$ cat src/rtl/osc_divider_defines.vh
// Constants for the on-chip oscillator and its divider.
`ifndef OSC_DIVIDER_DEFINES_VH
`define OSC_DIVIDER_DEFINES_VH
`define OSC_CLK_MHZ 200
`define OSC_NOMINAL_KHZ 8000
`define OSC_MIN_KHZ 4000
`define OSC_MAX_KHZ 10000
`define OSC_PHASE_CYCLES ((`OSC_CLK_MHZ * 1000) / (2 * `OSC_NOMINAL_KHZ))
`define OSC_PHASE_WIDTH 8
// Last phase count, OSC_PHASE_CYCLES - 1, held at the phase counter's width.
`define OSC_PHASE_LAST 8'h0b
`define DIV_WIDTH 20
`define TAP0_BIT 4
`define TAP1_BIT 9
`define TAP2_BIT 14
`define TAP3_BIT 19
`define TIMEOUT_BIT 12
`define TAP_SEL_RESET 2'h0
`define DIV_RESET 20'h0_0000
`endif

$ cat src/rtl/tap_resync.v
// Resynchronising register for one selected divider tap.
`timescale 1ns/10ps
module tap_resync (
	input wire clk,
	input wire rst,
	input wire osc_edge,
	input wire [3:0] taps,
	input wire [1:0] sel,
	output reg tap_out
);
	always @(posedge clk) begin
		if (rst) begin
			tap_out <= 1'b0;
		end else if (osc_edge) begin
			tap_out <= taps[sel];
		end
	end
endmodule // tap_resync

$ cat src/rtl/internal_oscillator_divider.v
// Internal oscillator model with binary divider and resynchronised taps.
`timescale 1ns/10ps
`include "osc_divider_defines.vh"

// What this block does
// Oscillator clocks power-on time-out, memory clearing, and master config clock.
// Oscillator runs nominally at 8 MHz; real range is 4 to 10 MHz.
// Divider exposes taps at bits four, nine, fourteen and nineteen.
// User picks any two taps; each is resynchronised before output.
// After configuration the raw oscillator may reach user logic.
// Oscillator stops after configuration unless the primitive is used.
// Selected taps are registered on oscillator edges, so stay glitch-free.
module internal_oscillator_divider (
	input wire CLK,
	input wire RST,
	input wire CONFIG_DONE,
	input wire MASTER_MODE,
	input wire PRIMITIVE_USED,
	input wire OSC_OUT_EN,
	input wire [1:0] TAP_SEL_A,
	input wire [1:0] TAP_SEL_B,
	output reg OSC_RUNNING,
	output reg CONFIG_CLOCK_OUT,
	output reg TIMEOUT_DONE,
	output reg CLEAR_TICK,
	output reg USER_OSC,
	output reg USER_TAP_A,
	output reg USER_TAP_B
);
	// ----------------------------------------------------------------
	// Oscillator
	// ----------------------------------------------------------------
	// The oscillator is modelled as a divided system clock. Its period is
	// only nominal; nothing downstream relies on the exact value.
	reg [`OSC_PHASE_WIDTH-1:0] phase;
	reg osc;
	reg run;
	wire osc_edge;
	wire [`OSC_PHASE_WIDTH-1:0] phase_last;

	assign phase_last = `OSC_PHASE_LAST;
	assign osc_edge = run && (phase == phase_last) && !osc;

	always @(posedge CLK) begin
		if (RST) begin
			phase <= {`OSC_PHASE_WIDTH{1'b0}};
			osc <= 1'b0;
		end else if (run) begin
			if (phase == phase_last) begin
				phase <= {`OSC_PHASE_WIDTH{1'b0}};
				osc <= !osc;
			end else begin
				phase <= phase + 1'b1;
			end
		end
	end

	// Once stopped after configuration the oscillator stays off until the
	// next reset, which saves power in designs that never use it.
	always @(posedge CLK) begin
		if (RST) begin
			run <= 1'b1;
		end else if (CONFIG_DONE && !PRIMITIVE_USED) begin
			run <= 1'b0;
		end
	end

	// ----------------------------------------------------------------
	// Divider
	// ----------------------------------------------------------------
	reg [`DIV_WIDTH-1:0] div;
	wire [3:0] taps;

	always @(posedge CLK) begin
		if (RST) begin
			div <= `DIV_RESET;
		end else if (osc_edge) begin
			div <= div + 1'b1;
		end
	end

	assign taps = {div[`TAP3_BIT], div[`TAP2_BIT], div[`TAP1_BIT],
		div[`TAP0_BIT]};

	// ----------------------------------------------------------------
	// Configuration services
	// ----------------------------------------------------------------
	always @(posedge CLK) begin
		if (RST) begin
			TIMEOUT_DONE <= 1'b0;
			CLEAR_TICK <= 1'b0;
			CONFIG_CLOCK_OUT <= 1'b0;
		end else begin
			if (osc_edge && div[`TIMEOUT_BIT]) begin
				TIMEOUT_DONE <= 1'b1;
			end
			CLEAR_TICK <= osc_edge && !CONFIG_DONE;
			CONFIG_CLOCK_OUT <= MASTER_MODE && !CONFIG_DONE && osc;
		end
	end

	// ----------------------------------------------------------------
	// User outputs
	// ----------------------------------------------------------------
	wire tap_a;
	wire tap_b;
	wire user_ok;

	assign user_ok = CONFIG_DONE && PRIMITIVE_USED;

	tap_resync u_tap_a (
		.clk(CLK),
		.rst(RST),
		.osc_edge(osc_edge),
		.taps(taps),
		.sel(TAP_SEL_A),
		.tap_out(tap_a)
	);

	tap_resync u_tap_b (
		.clk(CLK),
		.rst(RST),
		.osc_edge(osc_edge),
		.taps(taps),
		.sel(TAP_SEL_B),
		.tap_out(tap_b)
	);

	always @(posedge CLK) begin
		if (RST) begin
			USER_OSC <= 1'b0;
			USER_TAP_A <= 1'b0;
			USER_TAP_B <= 1'b0;
			OSC_RUNNING <= 1'b0;
		end else begin
			USER_OSC <= user_ok && OSC_OUT_EN && osc;
			USER_TAP_A <= user_ok && tap_a;
			USER_TAP_B <= user_ok && tap_b;
			OSC_RUNNING <= run;
		end
	end
endmodule // internal_oscillator_divider

$ cat config.mk
export PLATFORM = sky130hd
export DESIGN_NAME = internal_oscillator_divider
export DESIGN_NICKNAME = d
export VERILOG_FILES = /design/src/rtl/tap_resync.v /design/src/rtl/internal_oscillator_divider.v
export VERILOG_INCLUDE_DIRS = /design/src /design/src/rtl
export SDC_FILE = /design/constraint.sdc
export NUM_CORES = 1
export LEC_CHECK = 0
export BUFFER_PORTS_ARGS = -buffer_cell sky130_fd_sc_hd__buf_2
export CORE_MARGIN = 2
export CORE_UTILIZATION = 30
export DETAILED_ROUTE_END_ITERATION = 10
export PLACE_DENSITY = 0.48
export SYNTH_ARGS = -nofsm -noshare
export SYNTH_HDL_FRONTEND = slang
export SYNTH_SLANG_ARGS = --single-unit
$ cat constraint.sdc
create_clock -name CLK -period 2.3 [get_ports CLK]
set_input_delay 0.23 -clock CLK [delete_from_list [all_inputs] [get_ports CLK]]
set_output_delay 0.23 -clock CLK [all_outputs]
set_load 0.03 [all_outputs]
# [Word-level counts from Yosys, hierarchy flattened]
# Index checks and enable logic that the tools add are counted.
[word_totals] ff_bits=39 elab_cells=39
[classes] addsub=2 order_cmp=2 n_eq_ne=1 muxes=5 reduce_logical=16
[ops] op="20-bit by 1-bit adder with 20-bit output (second input constant)" n=1
[ops] op="1-bit logical AND" n=12
[ops] op="8-bit by 1-bit adder with 8-bit output (second input constant)" n=1
[ops] op="8-bit by 4-bit == test with 1-bit output (second input constant)" n=1
[ops] op="8-bit 2-to-1 mux" n=1
[ops] op="2-bit by 3-bit < comparator with 1-bit output (second input constant)" n=2
[ops] op="1-bit binary-select mux with 2-bit select" n=2
[ops] op="1-bit logical NOT" n=3
[ops] op="1-bit 2-to-1 mux" n=2
[ops] op="2-bit AND reduction" n=1

# [Longest topological paths before layout]
# Gate-level depths: netlist (run 1).
[logic_depth] ltp_word=4 depth_mapped=5 depth_no_buf=5

# [By module]
# A second synthesis (run 1) with hierarchy kept.
[hier_totals] cells_unflattened=198 hier_area_um2=1808.0
[modules_own_cells] module="internal_oscillator_divider" n_inst=1 cells_per_inst=184 area_each_um2=1660.3 seq_area_each_um2=740.7
[modules_own_cells] module="tap_resync" n_inst=2 cells_per_inst=7 area_each_um2=73.8 seq_area_each_um2=20.0

# [Least setup slack after synthesis (run 1)]
# OpenSTA, ideal clock, no wires.
[synth_path] path_type="register -> register" startpoint="reg phase[2]" endpoint="reg div[19]" setup_time_ns=0.121 t_arrival_ns=1.625 required_ns=2.179 setup_slack_ns=0.554 path_stages_with_launch=6 n_path_buf=1 period_less_slack_ns=1.746 path_cell_list="dfxtp_1 -> buf_6 -> or3_4 -> nor4_4 -> and4_1 -> mux2_2"
[synth_via] elab_chain_cells=3
[synth_lines] item="start: declaration" line_no="internal_oscillator_divider.v:35" source="reg [`OSC_PHASE_WIDTH-1:0] phase;"
[synth_lines] item="start signal: assignment" line_no="internal_oscillator_divider.v:46" source="phase <= {`OSC_PHASE_WIDTH{1'b0}};"
[synth_lines] item="start signal: assignment" line_no="internal_oscillator_divider.v:50" source="phase <= {`OSC_PHASE_WIDTH{1'b0}};"
[synth_lines] item="start signal: assignment" line_no="internal_oscillator_divider.v:53" source="phase <= phase + 1'b1;"
[synth_lines] item="8-bit by 4-bit == test with 1-bit output" line_no="internal_oscillator_divider.v:42" source="assign osc_edge = run && (phase == phase_last) && !osc;"
[synth_lines] item="1-bit logical AND (2 in series)" line_no="internal_oscillator_divider.v:42"
[synth_lines] item="end signal: assignment" line_no="internal_oscillator_divider.v:76" source="div <= `DIV_RESET;"
[synth_lines] item="end signal: assignment" line_no="internal_oscillator_divider.v:78" source="div <= div + 1'b1;"
[synth_lines] item="end: declaration" line_no="internal_oscillator_divider.v:71" source="reg [`DIV_WIDTH-1:0] div;"
# Every way passes these cells.
# A chain may end at the register's enable or synchronous reset.

# [Worst setup path after layout (run 1)]
[layout_path] startpoint="reg phase[2]" endpoint="reg div[15]"
# Same word-level chain as after synthesis.

==> flow_metrics.py, run 1 <==
metrics = {
    "clocking": {
        "cts_resized": 0,
        "tritoncts.num_buffers": 5,
        "cts_root_buffer": "clkbuf_8",
        "cts_tree": "yes",
        "clk_pin_slew_ps": 80,
        "h-tree-depth": 2,
        "numClockSinks": 39,
        "clock_path_buffers": 2,
        "clk_latency_ps": 300,
        "post_cts_buffers": 0,
        "hold_buffers": 0,
    },
    "finish": {
        "syn_to_final_growth_pct": 15.64,
        "n_antenna_cell": 0,
        "final_area_sq_um": 2091,
        "drive_gt1_frac": 0.1843,
        "nFillCells": 630,
        "multiInputGateArea_sq_um": 978.4,
        "nets": 228,
        "regArea_sq_um": 780.7,
    },
    "global_route": {
        "antenna_found_initial": 0,
        "groute.usage.overall": 0.1329,
        "grt_pass1_wl_microns": 6706,
        "grt_pass1_vias": 1432,
        "grt_max_degree": 23,
        "gr-total-overflow": 0,
    },
    "drt": {
        "dr.pass1.iters": 4,
        "drcViolationCount": 0,
        "num_vias": 1470,
        "drt-total-wl_microns": 3899,
        "antenna_left": 0,
        "routedWlPerCell_microns": 13.35,
        "vias_per_cell": 5.034,
        "drt_iter0_drc": 50,
    },
    "sta": {
        "setup_violations": 0,
        "rsz0062_at_grt": "no",
        "post-route-worst-setup-slack_ps": 421.0,
        "slew_headroom": 0.7286,
        "tns_ps": 0,
        "slew_viol_final": 0,
        "min_period_over_period": 0.8169,
        "hold_viol_final": 0,
        "period_minus_slack_ps": 1879,
        "worst_pin_slew_ps": 407.1,
        "fin_skew_ps": 10.50,
        "fmax_ghz": 0.5322,
    },
    "pwr": {
        "vdd_drop_max_mv": 0.2600,
        "power_density_nw_per_um2": 631.0,
        "p_leak_nw": 0.7445,
    },
    "synth": {
        "synth-warning-count": 0,
        "synth_top_area_frac": 0.4318,
        "yosys.cell_count.top_type": "dfxtp_1",
        "synth_edf_count": 0,
        "synthTopCellsByArea": "dfxtp_1 (43%), a21oi_1 (5.0%), nand2_1 (4.2%), xor2_1 (3.9%), nand4_1 (3.8%)",
        "avgSynthCellArea_sq_um": 9.178,
        "ys.flop_type": "dfxtp_1",
        "yosysTopAreaCell": "dfxtp_1",
        "synth_nets": 209,
        "syn_area_sq_um": 1808,
        "synth-seq-cells": 39,
        "ys_async_sr_fraction": 0,
        "synth_cell_types": 41,
        "synth-seq-area-share": 0.4318,
        "synth_common_cells": "dfxtp_1 (39), nand2_1 (20), a21oi_1 (18)",
        "syn_inst": 197,
    },
    "die": {
        "core_sq_um": 5886,
        "rows": 28,
        "fp.dieArea_sq_um": 6663,
        "initial_core_util": 0.3072,
        "design.portCount": 17,
        "die_w_microns": 81.63,
        "die_h_microns": 81.63,
    },
    "worst_setup_path": {
        "worst-path-buf-inv": 0,
        "r2r_start": "phase[2]",
        "arrival_ps": 2110,
        "cp_top_family": "simple AND/OR/NAND/NOR gates",
        "start_kind": "register",
        "crit_chain": "or3_4 > nor4_4 > or4b_1 > a21oi_1",
        "startpoint": "phase[2]",
        "required_ps": 2530,
        "crit_type": "register to register",
        "crit_slowest_cell": "or4b_1",
        "crit_path_end_kind": "register",
        "critical-path-max-stage-delay_ps": 480,
        "crit_path_max_fanout": 7,
    },
    "hold_path": {
        "hold_class": "input pin to register",
        "holdCritStartpoint": "CONFIG_DONE",
    },
    "flow_run": {
        "drv_cap": 0,
    },
    "placed_design": {
        "dpl.hpwl_microns": 2817,
        "dpl_cell_area_sq_um": 1978,
        "pre_cts_slack_ps": 430.0,
        "io_buffer_count": 16,
        "gp_congestion": 0.7661,
    },
    "outcome": {
        "status": "completed",
    },
}
## per-layer routing
metal,part of all wire,vias to the layer above,track usage
met5,0,-,0
met4,0.020,0,0.06000
met3,0.029,5,0.03297
met2,0.43,20,0.2033
met1,0.52,682,0.1767
li1,-,763,-
## state kept, by name, summed over array words and instances, names as in the netlist
register,cells
CLEAR_TICK,1
CONFIG_CLOCK_OUT,1
OSC_RUNNING,1
TIMEOUT_DONE,1
USER_OSC,1
USER_TAP_A,1
USER_TAP_B,1
div,20
osc,1
phase,8
run,1
u_tap_a.tap_out,1
u_tap_b.tap_out,1
## stage by stage
step | utilization | std cells | hold slack (ps) | total power, mW
after CTS | 0.3552 | 292 | 130.0 | 1.339
after detailed placement | 0.3361 | 284 | 450.6 | 0.7671
after global routing | 0.3552 | 292 | 143.6 | 1.380
after floorplan | - | 197 | 307.0 | 0.7475
final | 0.3552 | 292 | 134.4 | 1.319
after global placement | 0.3361 | 284 | 447.2 | 0.7663
## path summary, 6_finish.rpt
path / to / slack, ps / depth (start not counted)
setup / recovery: div[15] / 420 / 4
hold / removal: CONFIG_CLOCK_OUT / 130 / 2
setup reg to reg: div[15] / 420 / 4
hold reg to reg: u_tap_a.tap_out / 460 / 2
## report_power, final
part	internal [mW]	switching, mW	leakage, nW	total [mW]
clock	0.323	0.247	0.0581	0.570
sequential	0.684	0.00811	0.315	0.692
combinational	0.0250	0.0324	0.371	0.0574
total	1.03	0.288	0.744	1.32
## cells by family (layout without fill, tap and decap cells)
family | after synthesis | count (layout) | synth area share
flops | 39 | 39 | 0.4318
fa+ha+maj | 2 | 2 | 0.01384
compound gates | 32 | 32 | 0.1003
simple gates | 97 | 97 | 0.3322
xor+xnor | 12 | 12 | 0.05813
mux | 4 | 4 | 0.03668
buf+inv | 11 | 31 | 0.02699
## cell type report
cell class,instances,area share
multi-input cells,147,0.4680
flip-flops and latches,39,0.3734
repair buffers,21,0.05625
well taps,75,0.04488
clock buffers,5,0.03291
clock inverters,3,0.02095
inverters,2,0.003591
## layout by cell type (no fill, tap or decap), types with 2 or more instances in the layout
cell,n
nor3_1,9
inv_1,2
and2_1,3
and3b_1,2
buf_4,5
nand4_1,11
xor2_1,8
nand2_1,20
or4_1,4
and4_1,6
nor2_1,12
nand3_1,4
and3_1,4
clkbuf_8,5
nor2b_1,2
mux4_2,2
o21ai_0,7
and4b_1,2
a31o_2,2
ha_1,2
buf_2,16
a21oi_1,18
dfxtp_1,39
xnor2_1,4
or3_1,6
o31ai_1,3
(Power assumes the default switching activity.)
==> inputs of run 2 (changes only) <==
Settings changed: PLACE_DENSITY 0.48 to 0.5.
Clock period 2.3 ns to 1.7 ns, I/O delays scaled along.
==> flow_metrics.py, run 2 (synthesis results as in run 1) <==
metrics = {
    "outcome": {
        "status": "completed",
    },
    "clocking": {
        "clk_pin_slew_ps": 80,
        "clock_path_buffers": 2,
        "numClockSinks": 39,
        "hold_buffers": 0,
        "cts_root_buffer": "clkbuf_8",
        "h-tree-depth": 2,
        "cts_tree": "yes",
        "clk_latency_ps": 290,
        "tritoncts.num_buffers": 5,
    },
    "die": {
        "fp.dieArea_sq_um": 6663,
        "die_h_microns": 81.63,
        "design.portCount": 17,
        "die_w_microns": 81.63,
        "core_sq_um": 5886,
        "initial_core_util": 0.3072,
        "rows": 28,
    },
    "finish": {
        "n_antenna_cell": 0,
        "drive_gt1_frac": 0.3293,
        "largest_reg_flops": 20,
        "regMostFlops": "div",
        "nets": 260,
        "mostFrequentLayoutCells": "buf_4 (36), dfxtp_1 (34), nand2_1 (19)",
        "final_common_cell": "buf_4",
        "syn_to_final_growth_pct": 30.80,
        "largestRegisters": "div x20, phase x8",
    },
    "placed_design": {
        "gp_congestion": 0.7686,
        "io_buffer_count": 16,
        "dpl.hpwl_microns": 3152,
        "pre_cts_slack_ps": -22.95,
    },
    "sta": {
        "setup_violations": 0,
        "min_period_over_period": 0.9884,
        "period_minus_slack_ps": 1680,
        "rsz0062_at_grt": "yes",
        "fin_skew_ps": 4.168,
        "holdWs_ps": 75.71,
        "slew_viol_final": 0,
        "worst_pin_slew_ps": 452.8,
        "fmax_ghz": 0.5951,
        "hold_viol_final": 0,
        "post-route-worst-setup-slack_ps": 19.65,
        "slew_headroom": 0.6982,
    },
    "worst_setup_path": {
        "crit_chain": "or3_4 > nor4_4 > or4b_1 > a21oi_2",
        "crit_path_max_fanout": 3,
        "crit_slowest_cell": "or4b_1",
        "required_ps": 1930,
        "worst-path-buf-inv": 0,
        "critical-path-max-stage-delay_ps": 480,
        "arrival_ps": 1910,
        "crit_type": "register to register",
        "start_kind": "register",
        "cp_top_family": "simple AND/OR/NAND/NOR gates",
        "crit_path_end_kind": "register",
    },
    "drt": {
        "antenna_left": 0,
        "vias_per_cell": 4.997,
        "drt-total-wl_microns": 4307,
        "drcViolationCount": 0,
        "routedWlPerCell_microns": 13.29,
        "dr.pass1.iters": 4,
        "num_vias": 1619,
        "drt_iter0_drc": 65,
    },
    "global_route": {
        "grt_pass1_wl_microns": 7231,
        "groute.usage.overall": 0.1430,
        "gr-total-overflow": 0,
        "grt_max_degree": 23,
        "antenna_found_initial": 0,
        "grt_pass1_vias": 1558,
    },
    "hold_path": {
        "hold_class": "input pin to register",
    },
    "pwr": {
        "p_leak_nw": 0.9057,
        "power_density_nw_per_um2": 738.3,
        "vdd_drop_max_mv": 0.2976,
    },
    "flow_run": {
        "drv_cap": 0,
    },
}
[run 2: cell count changes in the layout (fill, tap and decap cells not counted), sizes merged]
cell    previous run  this run
buf               21        53
clkbuf             5         8
clkinv             2         0
bufinv             1         0
[run 2: final cells by class]
type / instances / area, sq um
fillers: 599 / 3521
multi-input cells: 147 / 1015
flip-flops and latches: 39 / 787.0
repair buffers: 53 / 361.6
clock buffers: 8 / 100.1
well taps: 75 / 93.84
inverters: 2 / 7.507
[run 2: per-layer routing]
layer,up-vias,global-route usage,wire (microns)
met5,-,0,0
met4,0,0.05000,56
met3,5,0.03297,104
met2,18,0.2508,2138
met1,770,0.1711,2008
li1,826,-,-
[run 2: worst register-to-register path, delay by kind of cell, from the launching register on]
family / cells / cell delay, ps
and+or+nand+nor: 3 / 1150
DFF: 1 / 320
AOI/OAI and AO/OA: 1 / 140
[run 2: final timing paths]
path	startpoint	endpoint	slack, ps	depth (start not counted)
hold reg to reg	u_tap_b.tap_out	u_tap_b.tap_out	460	2
hold / removal	CONFIG_DONE	CLEAR_TICK	80	2
setup / recovery	phase[7]	div[15]	20	4
setup reg to reg	phase[7]	div[15]	20	4
[run 2: repair_timing]
item / CTS / global route
endpoints found under the hold margin: 0 / 0
endpoints found under the setup margin: 4 / 11
buffers inserted: 1 / 2
gates resized for setup: 2 / 12
pin swaps: 1 / 4
[run 2: stage by stage]
stage | std cells | utilization | setup TNS (ps) | power [mW] | cell area, sq um
6_report | 324 | 0.4018 | 0 | 1.746 | 2365
5_1_grt | 324 | 0.4018 | -192.0 | 1.810 | 2365
4_1_cts | 322 | 0.3929 | 0 | 1.754 | 2312
3_5_place_dp | 313 | 0.3737 | -45.65 | 1.059 | 2200
3_3_place_gp | 313 | 0.3737 | -11.65 | 1.060 | 2200
2_1_floorplan | 197 | - | -62.20 | 1.011 | 1812
[run 2: report_power, final]
| part | leakage (nW) | switching [mW] | total, mW | internal, mW |
|---|---|---|---|---|
| Clock | 0.0515 | 0.333 | 0.703 | 0.371 |
| Combinational | 0.537 | 0.0542 | 0.108 | 0.0539 |
| Sequential | 0.317 | 0.00824 | 0.935 | 0.926 |
| Total | 0.906 | 0.395 | 1.75 | 1.35 |
==> inputs of run 3 (changes only) <==
Settings changed: BUFFER_PORTS_ARGS -buffer_cell sky130_fd_sc_hd__buf_2 to default, DONT_BUFFER_PORTS from default to 1, PLACE_DENSITY 0.5 to 0.47, SLEW_MARGIN from default to 0.
==> flow_metrics.py, run 3 (synthesis results as in run 1) <==
metrics = {
    "placed_design": {
        "gp_congestion": 0.7687,
        "io_buffer_count": 0,
        "pre_cts_slack_ps": -16.70,
        "dpl_cell_area_sq_um": 2090,
        "dp.cells": 293,
        "dpl.hpwl_microns": 3100,
    },
    "sta": {
        "slew_viol_final": 0,
        "rsz0062_at_grt": "yes",
        "setup_violations": 1,
        "tns_ps": -1.360,
        "slew_headroom": 0.7581,
        "fin_skew_ps": 4.821,
        "worst_pin_slew_ps": 362.6,
        "post-route-worst-setup-slack_ps": -1.360,
        "min_period_over_period": 1.001,
        "period_minus_slack_ps": 1701,
        "hold_viol_final": 0,
        "fmax_ghz": 0.5878,
        "holdWs_ps": 27.05,
    },
    "hold_path": {
        "hold_class": "input pin to register",
        "hold_end": "USER_OSC",
        "holdCritStartpoint": "OSC_OUT_EN",
        "hold-path-cell-count": 1,
    },
    "pwr": {
        "switching_power_mw": 0.3971,
        "p_sw_frac": 0.2193,
        "vdd_drop_max_mv": 0.3107,
        "p_leak_nw": 0.8478,
        "pwr-share-seq": 0.521,
        "p_comb_frac": 0.051,
        "power_density_nw_per_um2": 781.1,
        "totalPowerFinal_mw": 1.811,
        "clkPwrFrac": 0.428,
        "intPower_mw": 1.414,
    },
    "worst_setup_path": {
        "reg2reg_depth": 4,
        "crit_path_max_fanout": 3,
        "r2r_slack_ps": -1,
        "start_kind": "register",
        "r2r_start": "phase[7]",
        "arrival_ps": 1890,
        "crit_path_end_kind": "register",
        "crit_type": "register to register",
        "required_ps": 1890,
        "r2r-end": "div[19]",
    },
    "clocking": {
        "cts_tree": "yes",
        "clk_latency_ps": 290,
        "numClockSinks": 39,
        "cts_root_buffer": "clkbuf_8",
        "tritoncts.num_buffers": 5,
        "h-tree-depth": 2,
        "clk_pin_slew_ps": 80,
        "clock_path_buffers": 2,
    },
    "global_route": {
        "grt_pass1_vias": 1456,
        "gr-total-overflow": 0,
        "groute.usage.overall": 0.1450,
        "antenna_found_initial": 0,
        "grt_max_degree": 36,
        "grt_pass1_wl_microns": 7210,
    },
    "die": {
        "initial_core_util": 0.3072,
        "design.portCount": 17,
        "die_h_microns": 81.63,
        "core_sq_um": 5886,
        "rows": 28,
        "fp.dieArea_sq_um": 6663,
        "die_w_microns": 81.63,
    },
    "finish": {
        "largest_reg_flops": 20,
        "drive_gt1_frac": 0.2833,
        "stdcell_count": 308,
        "nFillCells": 628,
        "final_area_sq_um": 2318,
        "largestRegisters": "div x20, phase x8",
        "n_antenna_cell": 0,
        "mostFrequentLayoutCells": "dfxtp_1 (32), buf_4 (32), nand2_1 (20)",
        "nets": 244,
        "regArea_sq_um": 789.5,
        "multiInputGateArea_sq_um": 1012,
        "regMostFlops": "div",
        "finish.utilization": 0.3939,
        "syn_to_final_growth_pct": 28.24,
    },
    "drt": {
        "drt-total-wl_microns": 4348,
        "dr.pass1.iters": 4,
        "num_vias": 1543,
        "drt_iter0_drc": 80,
        "drcViolationCount": 0,
        "routedWlPerCell_microns": 14.12,
        "antenna_left": 0,
        "vias_per_cell": 5.010,
    },
    "flow_run": {
        "drv_cap": 0,
    },
    "outcome": {
        "violations": "negative setup slack",
        "status": "finished with violations",
    },
}
-- run 3: cell count changes in the layout (fill, tap and decap cells not counted), moves of 2 or more --
cell,previous run,this run
buf_4,36,32
buf_2,16,0
dfxtp_2,5,7
dlygate4sd3_1,0,2
clkbuf_8,7,5
dfxtp_1,34,32
-- run 3: worst max-delay path by stage --
stage,start,to,slack [ps],cells after the start
4_1_cts,phase[5],div[19],-1,4
3_3_place_gp,phase[2],div[19],20,4
5_1_grt,phase[7],div[19],-90,4
3_5_place_dp,phase[2],div[19],-20,4
6_report,phase[7],div[19],-1,4
2_1_floorplan,phase[2],div[19],-40,5
-- run 3: cell type report --
class / instances / area share
timing repair buffer: 37 / 0.1306
clock buffer: 5 / 0.02968
inverter: 2 / 0.003238
multi-input combinational: 147 / 0.4366
tap: 75 / 0.04047
sequential: 39 / 0.3405
clock inverter: 3 / 0.01889
-- run 3: worst max-delay path: stages (launching register included) --
cell and delay (ps):
dfxtp_1 310, or3_4 410, nor4_4 330, and4_1 250, mux2_4 300
-- run 3: metal layers --
metal	up-vias	GRT usage	wire, microns
met5	-	0	0
met4	0	0.05167	63
met3	6	0.03297	101
met2	16	0.2238	1955
met1	725	0.1985	2227
li1	796	-	-
-- run 3: timing repair --
item | CTS | global route
buffers inserted | 0 | 4
gates cloned | 0 | 0
endpoints found under the hold margin | 35 | 0
pin swaps | 2 | 8
resized for setup | 1 | 15
endpoints found under the setup margin | 2 | 13
hold buffers | 3 | 0
-- run 3: power by group through the flow --
stage	clock [mW]	sequential, mW	combinational (mW)
after detailed placement	0	0.959	0.0610
final	0.775	0.943	0.0929
after floorplan	0	0.957	0.0546
after global placement	0	0.959	0.0601
after CTS	0.811	0.938	0.0838
after global routing	0.841	0.944	0.106
